`config.mk`:
```
export PLATFORM = sky130hd
export DESIGN_NAME = efi_flash_if
export DESIGN_NICKNAME = d
export VERILOG_FILES = /design/src/rtl/efi_pkg.sv /design/src/rtl/efi_sync3.sv /design/src/rtl/efi_flash_if.sv
export SDC_FILE = /design/constraint.sdc
export NUM_CORES = 1
export LEC_CHECK = 0
export BUFFER_PORTS_ARGS = -buffer_cell sky130_fd_sc_hd__buf_2
export CAP_MARGIN = 40
export CORE_MARGIN = 10
export CORE_UTILIZATION = 55
export DETAILED_ROUTE_END_ITERATION = 8
export PLACE_DENSITY = 0.76
export SLEW_MARGIN = 20
export SYNTH_ARGS = -nofsm -noshare
export SYNTH_HDL_FRONTEND = slang
export SYNTH_HIERARCHICAL = 1
export SYNTH_SLANG_ARGS = --single-unit
```
`constraint.sdc`:
```
create_clock -name aclk -period 5.3 [get_ports aclk]
set_input_delay 0.265 -clock aclk [delete_from_list [all_inputs] [get_ports aclk]]
set_output_delay 0.265 -clock aclk [all_outputs]
set_load 0.02 [all_outputs]
```
`src/rtl/efi_pkg.sv`:
```
// How it works
// - Processor is stalled during program or erase; peripherals keep running.
// - Erase leaves every bit of the page at logic zero.
// - Hardware holds system clock, fetches data from RAM, programs, releases.
// - Array is 32-bit words; the read path returns 32-bit words.
// - 32K bytes as 512 pages of 64 bytes; page is erase/program unit.
// - AHB slave serves instruction and data reads, driving flash read strobes.
// - Reads during program or erase stall, then finish with correct data.
// - Controller switches the internal RC oscillator on for each operation.
// - Program and erase timing runs from internal RC oscillator ticks.
// - Erase works on a single page.
// - Pages 0-479 user code to 0x77FF; pages 480-511 boot loader.
// - Flash is directly addressable memory; each read returns sensed data.
// - Access is restricted by the captured code security level.
// - Bad start address or fill past page end skips it, sets error.
package efi_pkg;
	// ------------------------------------------------------------
	// array geometry
	// ------------------------------------------------------------
	localparam int          WORD_AW         = 13;
	localparam int          PAGE_WORDS      = 16;
	localparam int          PAGES           = 512;
	localparam logic [8:0]  BOOT_FIRST_PAGE = 9'h1E0;
	localparam logic [31:0] USER_LAST_BYTE  = 32'h0000_77FF;
	localparam logic [31:0] BOOT_BASE       = 32'h0000_7800;
	// ------------------------------------------------------------
	// register offsets
	// ------------------------------------------------------------
	localparam logic [7:0] OFS_CTRL   = 8'h00;
	localparam logic [7:0] OFS_STATUS = 8'h04;
	localparam logic [7:0] OFS_ADDR   = 8'h08;
	localparam logic [7:0] OFS_SRC    = 8'h0C;
	localparam logic [7:0] OFS_COUNT  = 8'h10;
	localparam logic [7:0] OFS_MASK   = 8'h14;
	localparam logic [7:0] OFS_SEC    = 8'h18;
	// ------------------------------------------------------------
	// field positions
	// ------------------------------------------------------------
	localparam int CTRL_PROG_SEL   = 0;
	localparam int CTRL_PAGE_ERASE = 1;
	localparam int CTRL_START      = 2;
	localparam int CTRL_ERASE_ST   = 3;
	localparam int STAT_BUSY       = 0;
	localparam int STAT_ERR        = 1;
	localparam int STAT_DONE       = 2;
	// ------------------------------------------------------------
	// reset values and timing
	// ------------------------------------------------------------
	localparam logic [31:0] ADDR_RST  = 32'h0000_0000;
	localparam logic [4:0]  COUNT_RST = 5'h10;
	localparam logic [2:0]  MASK_RST  = 3'h0;
	localparam logic [3:0]  PROG_TICKS = 4'h4;
	localparam logic [1:0]  RESP_OKAY = 2'h0;
	localparam logic [1:0]  RESP_SLVERR = 2'h2;
endpackage : efi_pkg

```
`src/rtl/efi_sync3.sv`:
```
module efi_sync3 (
	// clock and reset
	input  wire logic aclk,
	input  wire logic aresetn,
	// asynchronous input and clean results
	input  wire logic d,
	output logic      level,
	output logic      rise
);
	typedef struct packed {
		logic s1;
		logic s2;
		logic s3;
		logic lvl;
		logic rise;
	} efi_sync_type;

	efi_sync_type st_r;
	efi_sync_type st_nxt;

	// ------------------------------------------------------------
	// three stages; a change counts once stages two and three agree
	// ------------------------------------------------------------
	always_comb begin
		st_nxt = st_r;
		st_nxt.s1 = d;
		st_nxt.s2 = st_r.s1;
		st_nxt.s3 = st_r.s2;
		st_nxt.rise = 1'b0;
		if (st_r.s2 == st_r.s3) begin
			st_nxt.lvl = st_r.s3;
			st_nxt.rise = st_r.s3 & ~st_r.lvl;
		end
	end

	always_ff @(posedge aclk) begin
		if (!aresetn) begin
			st_r <= '0;
		end else begin
			st_r <= st_nxt;
		end
	end

	assign level = st_r.lvl;
	assign rise  = st_r.rise;
endmodule : efi_sync3

```
`src/rtl/efi_flash_if.sv`:
```
// The implementer's own choices: the AXI4-Lite slave port and the register addresses.
module efi_flash_if #(
	parameter logic [3:0] PROG_TICKS = efi_pkg::PROG_TICKS
) (
	// clock and reset
	input  wire logic        aclk,
	input  wire logic        aresetn,
	// ahb read port
	input  wire logic        hsel,
	input  wire logic [31:0] haddr,
	input  wire logic [1:0]  htrans,
	input  wire logic        hwrite,
	input  wire logic        hready,
	output logic      [31:0] hrdata,
	output logic             hreadyout,
	output logic             hresp,
	// flash macro
	output logic      [12:0] fl_addr,
	output logic             fl_rd,
	output logic             fl_wr,
	output logic      [31:0] fl_wdata,
	input  wire logic [31:0] fl_rdata,
	// ram fetch port
	output logic      [31:0] ram_addr,
	output logic             ram_rd,
	input  wire logic        ram_rvalid,
	input  wire logic [31:0] ram_rdata,
	// oscillator, clock hold, security
	input  wire logic        rc_osc_tick,
	output logic             rc_osc_en,
	output logic             clk_hold,
	input  wire logic [1:0]  cs_strap,
	input  wire logic        dbg_active,
	// axi4-lite register port
	input  wire logic [7:0]  awaddr,
	input  wire logic        awvalid,
	output logic             awready,
	input  wire logic [31:0] wdata,
	input  wire logic [3:0]  wstrb,
	input  wire logic        wvalid,
	output logic             wready,
	output logic      [1:0]  bresp,
	output logic             bvalid,
	input  wire logic        bready,
	input  wire logic [7:0]  araddr,
	input  wire logic        arvalid,
	output logic             arready,
	output logic      [31:0] rdata,
	output logic      [1:0]  rresp,
	output logic             rvalid,
	input  wire logic        rready,
	// interrupt
	output logic             irq
);
	typedef enum logic [1:0] {O_IDLE, O_FETCH, O_PROG} efi_op_type;
	typedef enum logic [2:0] {A_IDLE, A_WAIT, A_RD, A_CAP, A_ERR} efi_ahb_type;

	typedef struct packed {
		logic        awready, wready, bvalid, aw_got, w_got;
		logic [1:0]  bresp;
		logic [7:0]  awaddr;
		logic [31:0] wdata;
		logic [3:0]  wstrb;
		logic        arready, rvalid;
		logic [1:0]  rresp;
		logic [31:0] rdata;
		logic        prog_sel, erase_sel, err, done, cs_taken;
		logic [31:0] fadr, src;
		logic [4:0]  cnt, left;
		logic [2:0]  mask;
		logic [1:0]  cs;
		efi_op_type  op;
		logic [12:0] wadr;
		logic [3:0]  ticks;
		logic        erase_op;
		efi_ahb_type ast;
		logic [12:0] a_wadr;
		logic [31:0] hrdata;
		logic        hreadyout, hresp;
		logic [12:0] fl_addr;
		logic        fl_rd, fl_wr;
		logic [31:0] fl_wdata, ram_addr;
		logic        ram_rd, rc_osc_en, clk_hold, irq;
	} efi_state_type;

	efi_state_type st_r;
	efi_state_type st_nxt;
	logic          tick;
	logic          locked;

	// ------------------------------------------------------------
	// oscillator tick synchroniser
	// ------------------------------------------------------------
	efi_sync3 u_tick (
		.aclk    (aclk),
		.aresetn (aresetn),
		.d       (rc_osc_tick),
		.level   (),
		.rise    (tick)
	);

	assign locked = (st_r.cs != 2'h0) && dbg_active;

	function automatic logic [31:0] wmerge(input logic [31:0] o,
	                                       input logic [31:0] n,
	                                       input logic [3:0]  s);
		logic [31:0] r;
		r = o;
		for (int i = 0; i < 4; i++) begin
			if (s[i]) begin
				r[8*i +: 8] = n[8*i +: 8];
			end
		end
		return r;
	endfunction : wmerge

	// ------------------------------------------------------------
	// next state of registers, operation engine and read path
	// ------------------------------------------------------------
	always_comb begin
		logic [31:0] d;
		logic        go_prog;
		logic        go_erase;
		logic [5:0]  span;
		d = '0;
		go_prog = 1'b0;
		go_erase = 1'b0;
		span = '0;
		st_nxt = st_r;
		st_nxt.fl_rd = 1'b0;
		st_nxt.fl_wr = 1'b0;
		st_nxt.ram_rd = 1'b0;
		// strap captured once after reset release
		if (!st_r.cs_taken) begin
			st_nxt.cs = cs_strap;
			st_nxt.cs_taken = 1'b1;
		end
		// axi write address and data, in either order
		if (awvalid && st_r.awready) begin
			st_nxt.aw_got = 1'b1;
			st_nxt.awaddr = awaddr;
		end
		if (wvalid && st_r.wready) begin
			st_nxt.w_got = 1'b1;
			st_nxt.wdata = wdata;
			st_nxt.wstrb = wstrb;
		end
		if (st_r.bvalid && bready) begin
			st_nxt.bvalid = 1'b0;
		end
		// register write once both halves are held
		if (st_nxt.aw_got && st_nxt.w_got && !st_r.bvalid) begin
			st_nxt.aw_got = 1'b0;
			st_nxt.w_got = 1'b0;
			st_nxt.bvalid = 1'b1;
			st_nxt.bresp = efi_pkg::RESP_OKAY;
			case (st_nxt.awaddr)
				efi_pkg::OFS_CTRL: begin
					d = wmerge('0, st_nxt.wdata, st_nxt.wstrb);
					st_nxt.prog_sel = d[efi_pkg::CTRL_PROG_SEL];
					st_nxt.erase_sel = d[efi_pkg::CTRL_PAGE_ERASE];
					go_prog = d[efi_pkg::CTRL_START] & d[efi_pkg::CTRL_PROG_SEL];
					go_erase = d[efi_pkg::CTRL_ERASE_ST]
					         & d[efi_pkg::CTRL_PAGE_ERASE];
				end
				efi_pkg::OFS_STATUS: begin
					d = wmerge('0, st_nxt.wdata, st_nxt.wstrb);
					if (d[efi_pkg::STAT_ERR]) st_nxt.err = 1'b0;
					if (d[efi_pkg::STAT_DONE]) st_nxt.done = 1'b0;
				end
				efi_pkg::OFS_ADDR:
					st_nxt.fadr = wmerge(st_r.fadr, st_nxt.wdata, st_nxt.wstrb);
				efi_pkg::OFS_SRC:
					st_nxt.src = wmerge(st_r.src, st_nxt.wdata, st_nxt.wstrb);
				efi_pkg::OFS_COUNT: begin
					d = wmerge({27'h0, st_r.cnt}, st_nxt.wdata, st_nxt.wstrb);
					st_nxt.cnt = d[4:0];
				end
				efi_pkg::OFS_MASK: begin
					d = wmerge({29'h0, st_r.mask}, st_nxt.wdata, st_nxt.wstrb);
					st_nxt.mask = {d[2:1], 1'b0};
				end
				efi_pkg::OFS_SEC: ;
				default: st_nxt.bresp = efi_pkg::RESP_SLVERR;
			endcase
		end
		// axi read
		if (st_r.rvalid && rready) begin
			st_nxt.rvalid = 1'b0;
		end
		if (arvalid && st_r.arready) begin
			st_nxt.rvalid = 1'b1;
			st_nxt.rresp = efi_pkg::RESP_OKAY;
			st_nxt.rdata = '0;
			case (araddr)
				efi_pkg::OFS_CTRL:
					st_nxt.rdata = {30'h0, st_r.erase_sel, st_r.prog_sel};
				efi_pkg::OFS_STATUS:
					st_nxt.rdata = {29'h0, st_r.done, st_r.err,
					                st_r.op != O_IDLE};
				efi_pkg::OFS_ADDR:  st_nxt.rdata = st_r.fadr;
				efi_pkg::OFS_SRC:   st_nxt.rdata = st_r.src;
				efi_pkg::OFS_COUNT: st_nxt.rdata = {27'h0, st_r.cnt};
				efi_pkg::OFS_MASK:  st_nxt.rdata = {29'h0, st_r.mask};
				efi_pkg::OFS_SEC:   st_nxt.rdata = {30'h0, st_r.cs};
				default: st_nxt.rresp = efi_pkg::RESP_SLVERR;
			endcase
		end
		// start checks: size, page end overrun, count
		span = {2'h0, st_r.fadr[5:2]} + {1'b0, st_nxt.cnt};
		if ((go_prog || go_erase) && st_r.op == O_IDLE) begin
			if (st_r.fadr[31:15] != 17'h0 || locked ||
			    (go_prog && (st_nxt.cnt == 5'h0 || span > 6'h10))) begin
				st_nxt.err = 1'b1;
			end else begin
				st_nxt.rc_osc_en = 1'b1;
				st_nxt.clk_hold = 1'b1;
				st_nxt.ticks = PROG_TICKS;
				if (go_erase) begin
					st_nxt.erase_op = 1'b1;
					st_nxt.wadr = {st_r.fadr[14:6], 4'h0};
					st_nxt.left = 5'h10;
					st_nxt.op = O_PROG;
					st_nxt.fl_wr = 1'b1;
					st_nxt.fl_addr = {st_r.fadr[14:6], 4'h0};
					st_nxt.fl_wdata = 32'h0000_0000;
				end else begin
					st_nxt.erase_op = 1'b0;
					st_nxt.wadr = st_r.fadr[14:2];
					st_nxt.left = st_nxt.cnt;
					st_nxt.op = O_FETCH;
					st_nxt.ram_rd = 1'b1;
					st_nxt.ram_addr = st_r.src;
				end
			end
		end
		// operation engine
		case (st_r.op)
			O_IDLE: ;
			O_FETCH: begin
				// data taken from ram by hardware
				if (ram_rvalid) begin
					st_nxt.op = O_PROG;
					st_nxt.fl_wr = 1'b1;
					st_nxt.fl_addr = st_r.wadr;
					st_nxt.fl_wdata = ram_rdata;
					st_nxt.ticks = PROG_TICKS;
				end
			end
			O_PROG: begin
				// word time counted in oscillator ticks
				if (tick) begin
					st_nxt.ticks = st_r.ticks - 4'h1;
				end
				if (tick && st_r.ticks == 4'h1) begin
					if (st_r.left == 5'h1) begin
						st_nxt.op = O_IDLE;
						st_nxt.done = 1'b1;
						st_nxt.rc_osc_en = 1'b0;
						st_nxt.clk_hold = 1'b0;
					end else begin
						st_nxt.left = st_r.left - 5'h1;
						st_nxt.wadr = st_r.wadr + 13'h1;
						st_nxt.ticks = PROG_TICKS;
						if (st_r.erase_op) begin
							st_nxt.fl_wr = 1'b1;
							st_nxt.fl_addr = st_r.wadr + 13'h1;
						end else begin
							st_nxt.op = O_FETCH;
							st_nxt.ram_rd = 1'b1;
							st_nxt.ram_addr = st_r.ram_addr + 32'h4;
						end
					end
				end
			end
			default: st_nxt.op = O_IDLE;
		endcase
		// ahb read path
		case (st_r.ast)
			A_IDLE: begin
				// okay response once an error pair has been shown
				st_nxt.hresp = 1'b0;
				if (hsel && hready && htrans[1]) begin
					st_nxt.a_wadr = haddr[14:2];
					st_nxt.hreadyout = 1'b0;
					st_nxt.hresp = 1'b0;
					// 32K window, user and boot pages alike
					// locked or write access gets an error
					if (hwrite || locked || haddr[31:15] != 17'h0) begin
						st_nxt.hresp = 1'b1;
						st_nxt.ast = A_ERR;
					end else if (st_nxt.op != O_IDLE) begin
						st_nxt.ast = A_WAIT;
					end else begin
						st_nxt.ast = A_RD;
						st_nxt.fl_rd = 1'b1;
						st_nxt.fl_addr = haddr[14:2];
					end
				end
			end
			A_WAIT: begin
				// ready stays low until the operation ends
				if (st_r.op == O_IDLE) begin
					st_nxt.ast = A_RD;
					st_nxt.fl_rd = 1'b1;
					st_nxt.fl_addr = st_r.a_wadr;
				end
			end
			A_RD: st_nxt.ast = A_CAP;
			A_CAP: begin
				st_nxt.hrdata = fl_rdata;
				st_nxt.hreadyout = 1'b1;
				st_nxt.ast = A_IDLE;
			end
			A_ERR: begin
				st_nxt.hreadyout = 1'b1;
				st_nxt.ast = A_IDLE;
			end
			default: st_nxt.ast = A_IDLE;
		endcase
		st_nxt.awready = !st_nxt.aw_got && !st_nxt.bvalid;
		st_nxt.wready = !st_nxt.w_got && !st_nxt.bvalid;
		st_nxt.arready = !st_nxt.rvalid;
		st_nxt.irq = |({st_nxt.done, st_nxt.err, 1'b0} & st_nxt.mask);
	end

	// ------------------------------------------------------------
	// state register
	// ------------------------------------------------------------
	always_ff @(posedge aclk) begin
		if (!aresetn) begin
			st_r <= '0;
			st_r.cnt <= efi_pkg::COUNT_RST;
			st_r.fadr <= efi_pkg::ADDR_RST;
			st_r.mask <= efi_pkg::MASK_RST;
			st_r.op <= O_IDLE;
			st_r.ast <= A_IDLE;
			st_r.hreadyout <= 1'b1;
		end else begin
			st_r <= st_nxt;
		end
	end

	// ------------------------------------------------------------
	// outputs straight from the state register
	// ------------------------------------------------------------
	assign hrdata    = st_r.hrdata;
	assign hreadyout = st_r.hreadyout;
	assign hresp     = st_r.hresp;
	assign fl_addr   = st_r.fl_addr;
	assign fl_rd     = st_r.fl_rd;
	assign fl_wr     = st_r.fl_wr;
	assign fl_wdata  = st_r.fl_wdata;
	assign ram_addr  = st_r.ram_addr;
	assign ram_rd    = st_r.ram_rd;
	// hold while busy; peripherals are not gated here
	assign clk_hold  = st_r.clk_hold;
	assign rc_osc_en = st_r.rc_osc_en;
	assign awready   = st_r.awready;
	assign wready    = st_r.wready;
	assign bresp     = st_r.bresp;
	assign bvalid    = st_r.bvalid;
	assign arready   = st_r.arready;
	assign rdata     = st_r.rdata;
	assign rresp     = st_r.rresp;
	assign rvalid    = st_r.rvalid;
	assign irq       = st_r.irq;
endmodule : efi_flash_if

```
==> results.yml <==
run_status:
  status: "finished clean"
logic_synthesis:
  synth.distinct_cells: 87
  syn_inst: 1933
  avgSynthCellArea_um2: 8.06
  ys_seq_elements: 327
  ys_async_sr_fraction: 0
  synth_flop_cell: "dfxtp_1"
  synth-edff-count: 0
  yosysWarnings: 6
  syn_area_mm2: 0.0156
  ys_seq_area_frac: 0.420
global_routing:
  grt_antenna_before_repair: 4
  grt_pass1_wl_um: 74000
  track_usage: 0.249
  grt_pass1_vias: 13838
  grt_max_degree: 153
  grt_overflow_total: 0
route:
  drt-total-wl_um: 46600
  viasPerCell: 5.71
  drc_errors: 0
  drtPass1Iterations: 7
  avgRoutedWirePerCell_um: 18.2
  vias: 14598
  drt_iter0_markers: 1178
  antenna_left: 0
cts:
  clock_sinks: 327
  cts_tree: "done"
  clk_pin_slew_ns: 0.06
  cts_buffers: 37
  clk_path_buf_depth: 3
  clk_latency_ns: 0.54
  htree_levels: 2
  cts-root-buf: "clkbuf_16"
placement:
  dp_slack_ns: 0.154
  numPortBuffers: 317
  dp.final_hpwl_um: 32600
  gp_congestion: 0.881
timing:
  fin_tns_setup_ns: 0
  finalClockSkew_ns: 0.0284
  slew_violations: 0
  worst_slack_ns: 0.350
  setup_viol: 0
  hold_viol_final: 0
  max-slew-margin-rel: 0.451
  period_needed_ns: 4.95
  worst_pin_slew_ns: 0.824
  rsz0062_at_grt: "no"
  timing.final.crit_share: 0.934
  max_freq_ghz: 0.202
worst_hold_path:
  hold-path-endpoint: "hrdata[20]$_SDFFE_PN0N_"
  hold_class: "input pin to register"
  holdCritStartpoint: "fl_rdata[20]"
  worstHoldPathCells: 3
power_and_ir_drop:
  p_seq_frac: 0.465
  max-vdd-ir-drop_uv: 285
  p_comb_frac: 0.072
  leakage_nw: 7.40
  power.switching_mw: 1.27
  power_density_mw_per_mm2: 293
  p_clk_frac: 0.463
  p_int_mw: 4.15
  swShare: 0.234
die:
  core-area_mm2: 0.0279
  ios: 323
  die_y_um: 188
  rows: 61
  fp.dieArea_mm2: 0.0355
  initial_core_util: 0.559
  die_w_um: 188
layout:
  nFillCells: 2329
  multiInputGateArea_mm2: 0.00747
  layout_common_cells: "dfxtp_1, buf_2, nor2_1"
  drive_gt1_frac: 0.218
  final_common_cell: "dfxtp_1"
  area_growth_pct: 18.8
  ff_latch_area_mm2: 0.00655
  final_nets: 2326
critical_path:
  crit_arrival_ns: 5.39
  cp-end-kind: "register"
  reg2reg_slack_ns: 0.35
  start_kind: "input pin"
  rr_endpoint: "fl_addr[3]$_SDFF_PN0_"
  rr_startpoint: "awready$_SDFF_PN0_"
  reg2regPathDepth: 17
  cp.required_ns: 5.74
  crit_type: "input pin to register"
  critPathMaxFanout: 20
job:
  drv_cap: 0
## routing by layer
metal / track usage / wire (µm)
met1: 0.318 / 19700
met2: 0.402 / 21400
met3: 0.0648 / 4130
met4: 0.0818 / 1340
met5: 0 / 0
## layout make-up
type | count | area share
multi-input combinational | 1316 | 0.403
sequential | 327 | 0.354
antenna | 5 | 0.000676
inverter | 26 | 0.00568
clock inverter | 10 | 0.00561
timing repair buffer | 437 | 0.146
clock buffer | 56 | 0.0593
tap | 378 | 0.0255
## power groups by stage
stage	combinational (mW)	clock, mW	sequential [mW]
finish	0.391	2.51	2.52
global route	0.426	2.65	2.52
CTS	0.381	2.53	2.52
detailed placement	0.338	0	2.57
global placement	0.329	0	2.57
floorplan	0.210	0	2.57
## critical path, cell delays in order
cell and delay, ns:
dlygate4sd3_1 0.54, buf_2 0.13, or4bb_1 0.49, or4_1 0.53, a2111oi_4 0.42, nor2_1 0.07
a21oi_1 0.20, ha_1 0.20, inv_1 0.06, fa_1 0.50, nand2b_1 0.09, a21oi_1 0.22
and4_1 0.21, nor4bb_2 0.33, nor4_1 0.10, a21oi_1 0.26, o2bb2ai_4 0.31, o211ai_1 0.25
o211ai_1 0.22
## logic make-up (layout without fill, tap and decap cells)
| kind of cell | after synthesis | in the layout | synth area share |
|---|---|---|---|
| AOI/OAI and AO/OA | 477 | 477 | 0.199 |
| xor gates and xnor gates | 12 | 12 | 0.00675 |
| adders and majority gates | 16 | 16 | 0.0133 |
| buffers and inverters | 291 | 529 | 0.107 |
| DFF | 327 | 327 | 0.420 |
| muxes | 50 | 50 | 0.0339 |
| other | 1 | 7 | 0.000241 |
| and+or+nand+nor | 759 | 759 | 0.220 |
## what timing repair did
action,4_1_cts,5_1_grt
endpoints found under the hold margin,71,1
hold buffers,71,1
resized for setup,0,12
endpoints found under the setup margin,0,73
setup buffers,0,0
## stage by stage
stage / utilization / power (mW) / hold WS (ns) / cells / cell area (µm²)
2_1_floorplan: - / 2.78 / 0.293 / 1934 / 15600
3_3_place_gp: 0.588 / 2.90 / 0.432 / 2398 / 16400
3_5_place_dp: 0.591 / 2.91 / 0.440 / 2409 / 16500
4_1_cts: 0.660 / 5.43 / 0.000447 / 2546 / 18400
5_1_grt: 0.664 / 5.60 / 0.00561 / 2553 / 18500
6_report: 0.665 / 5.42 / 0.00679 / 2555 / 18500
## worst max path at each step
stage	startpoint	end	cells after the start
global placement	awaddr[0]	fl_rd$_SDFF_PN0_	18
CTS	awready$_SDFF_PN0_	fl_rd$_SDFF_PN0_	17
floorplan	awready$_SDFF_PN0_	fl_addr[5]$_SDFF_PN0_	19
global route	awready$_SDFF_PN0_	st_r[130]$_SDFFE_PN0P_	17
finish	awaddr[7]	fl_addr[3]$_SDFF_PN0_	19
detailed placement	awaddr[0]	fl_rd$_SDFF_PN0_	18
## Yosys cell counts, drive strengths merged (4+ instances only)
library cell	instances	area share
nand3	80	0.026
dfxtp	327	0.42
o31a	13	0.0073
a21oi	181	0.058
and2	17	0.0071
mux2i	46	0.030
nor3b	7	0.0034
o221ai	8	0.0049
nor2	268	0.065
o31ai	6	0.0029
or2	4	0.0016
nand2b	12	0.0048
clkbuf	109	0.026
or3	13	0.0052
buf	156	0.074
o22ai	11	0.0044
o21ai	65	0.023
a22oi	32	0.015
nor2b	5	0.0020
nor4b	4	0.0036
a31o	6	0.0034
nand2	245	0.059
nand4	8	0.0032
and3	28	0.012
ha	15	0.012
inv	26	0.0063
a211oi	75	0.036
or4	8	0.0041
nor4	14	0.0056
a31oi	23	0.0092
nor3	34	0.011
o211ai	17	0.0085
xor2	4	0.0022
xnor2	8	0.0045
a21boi	5	0.0029
## state kept, by name, summed over array words and instances (netlist names), 2 cells and up, named ones only
signal	flops
ram_addr	30
fl_addr	13
fl_wdata	32
u_tick/st_nxt	2
hrdata	32
st_r	165
rdata	32
(Power assumes the default switching activity.)
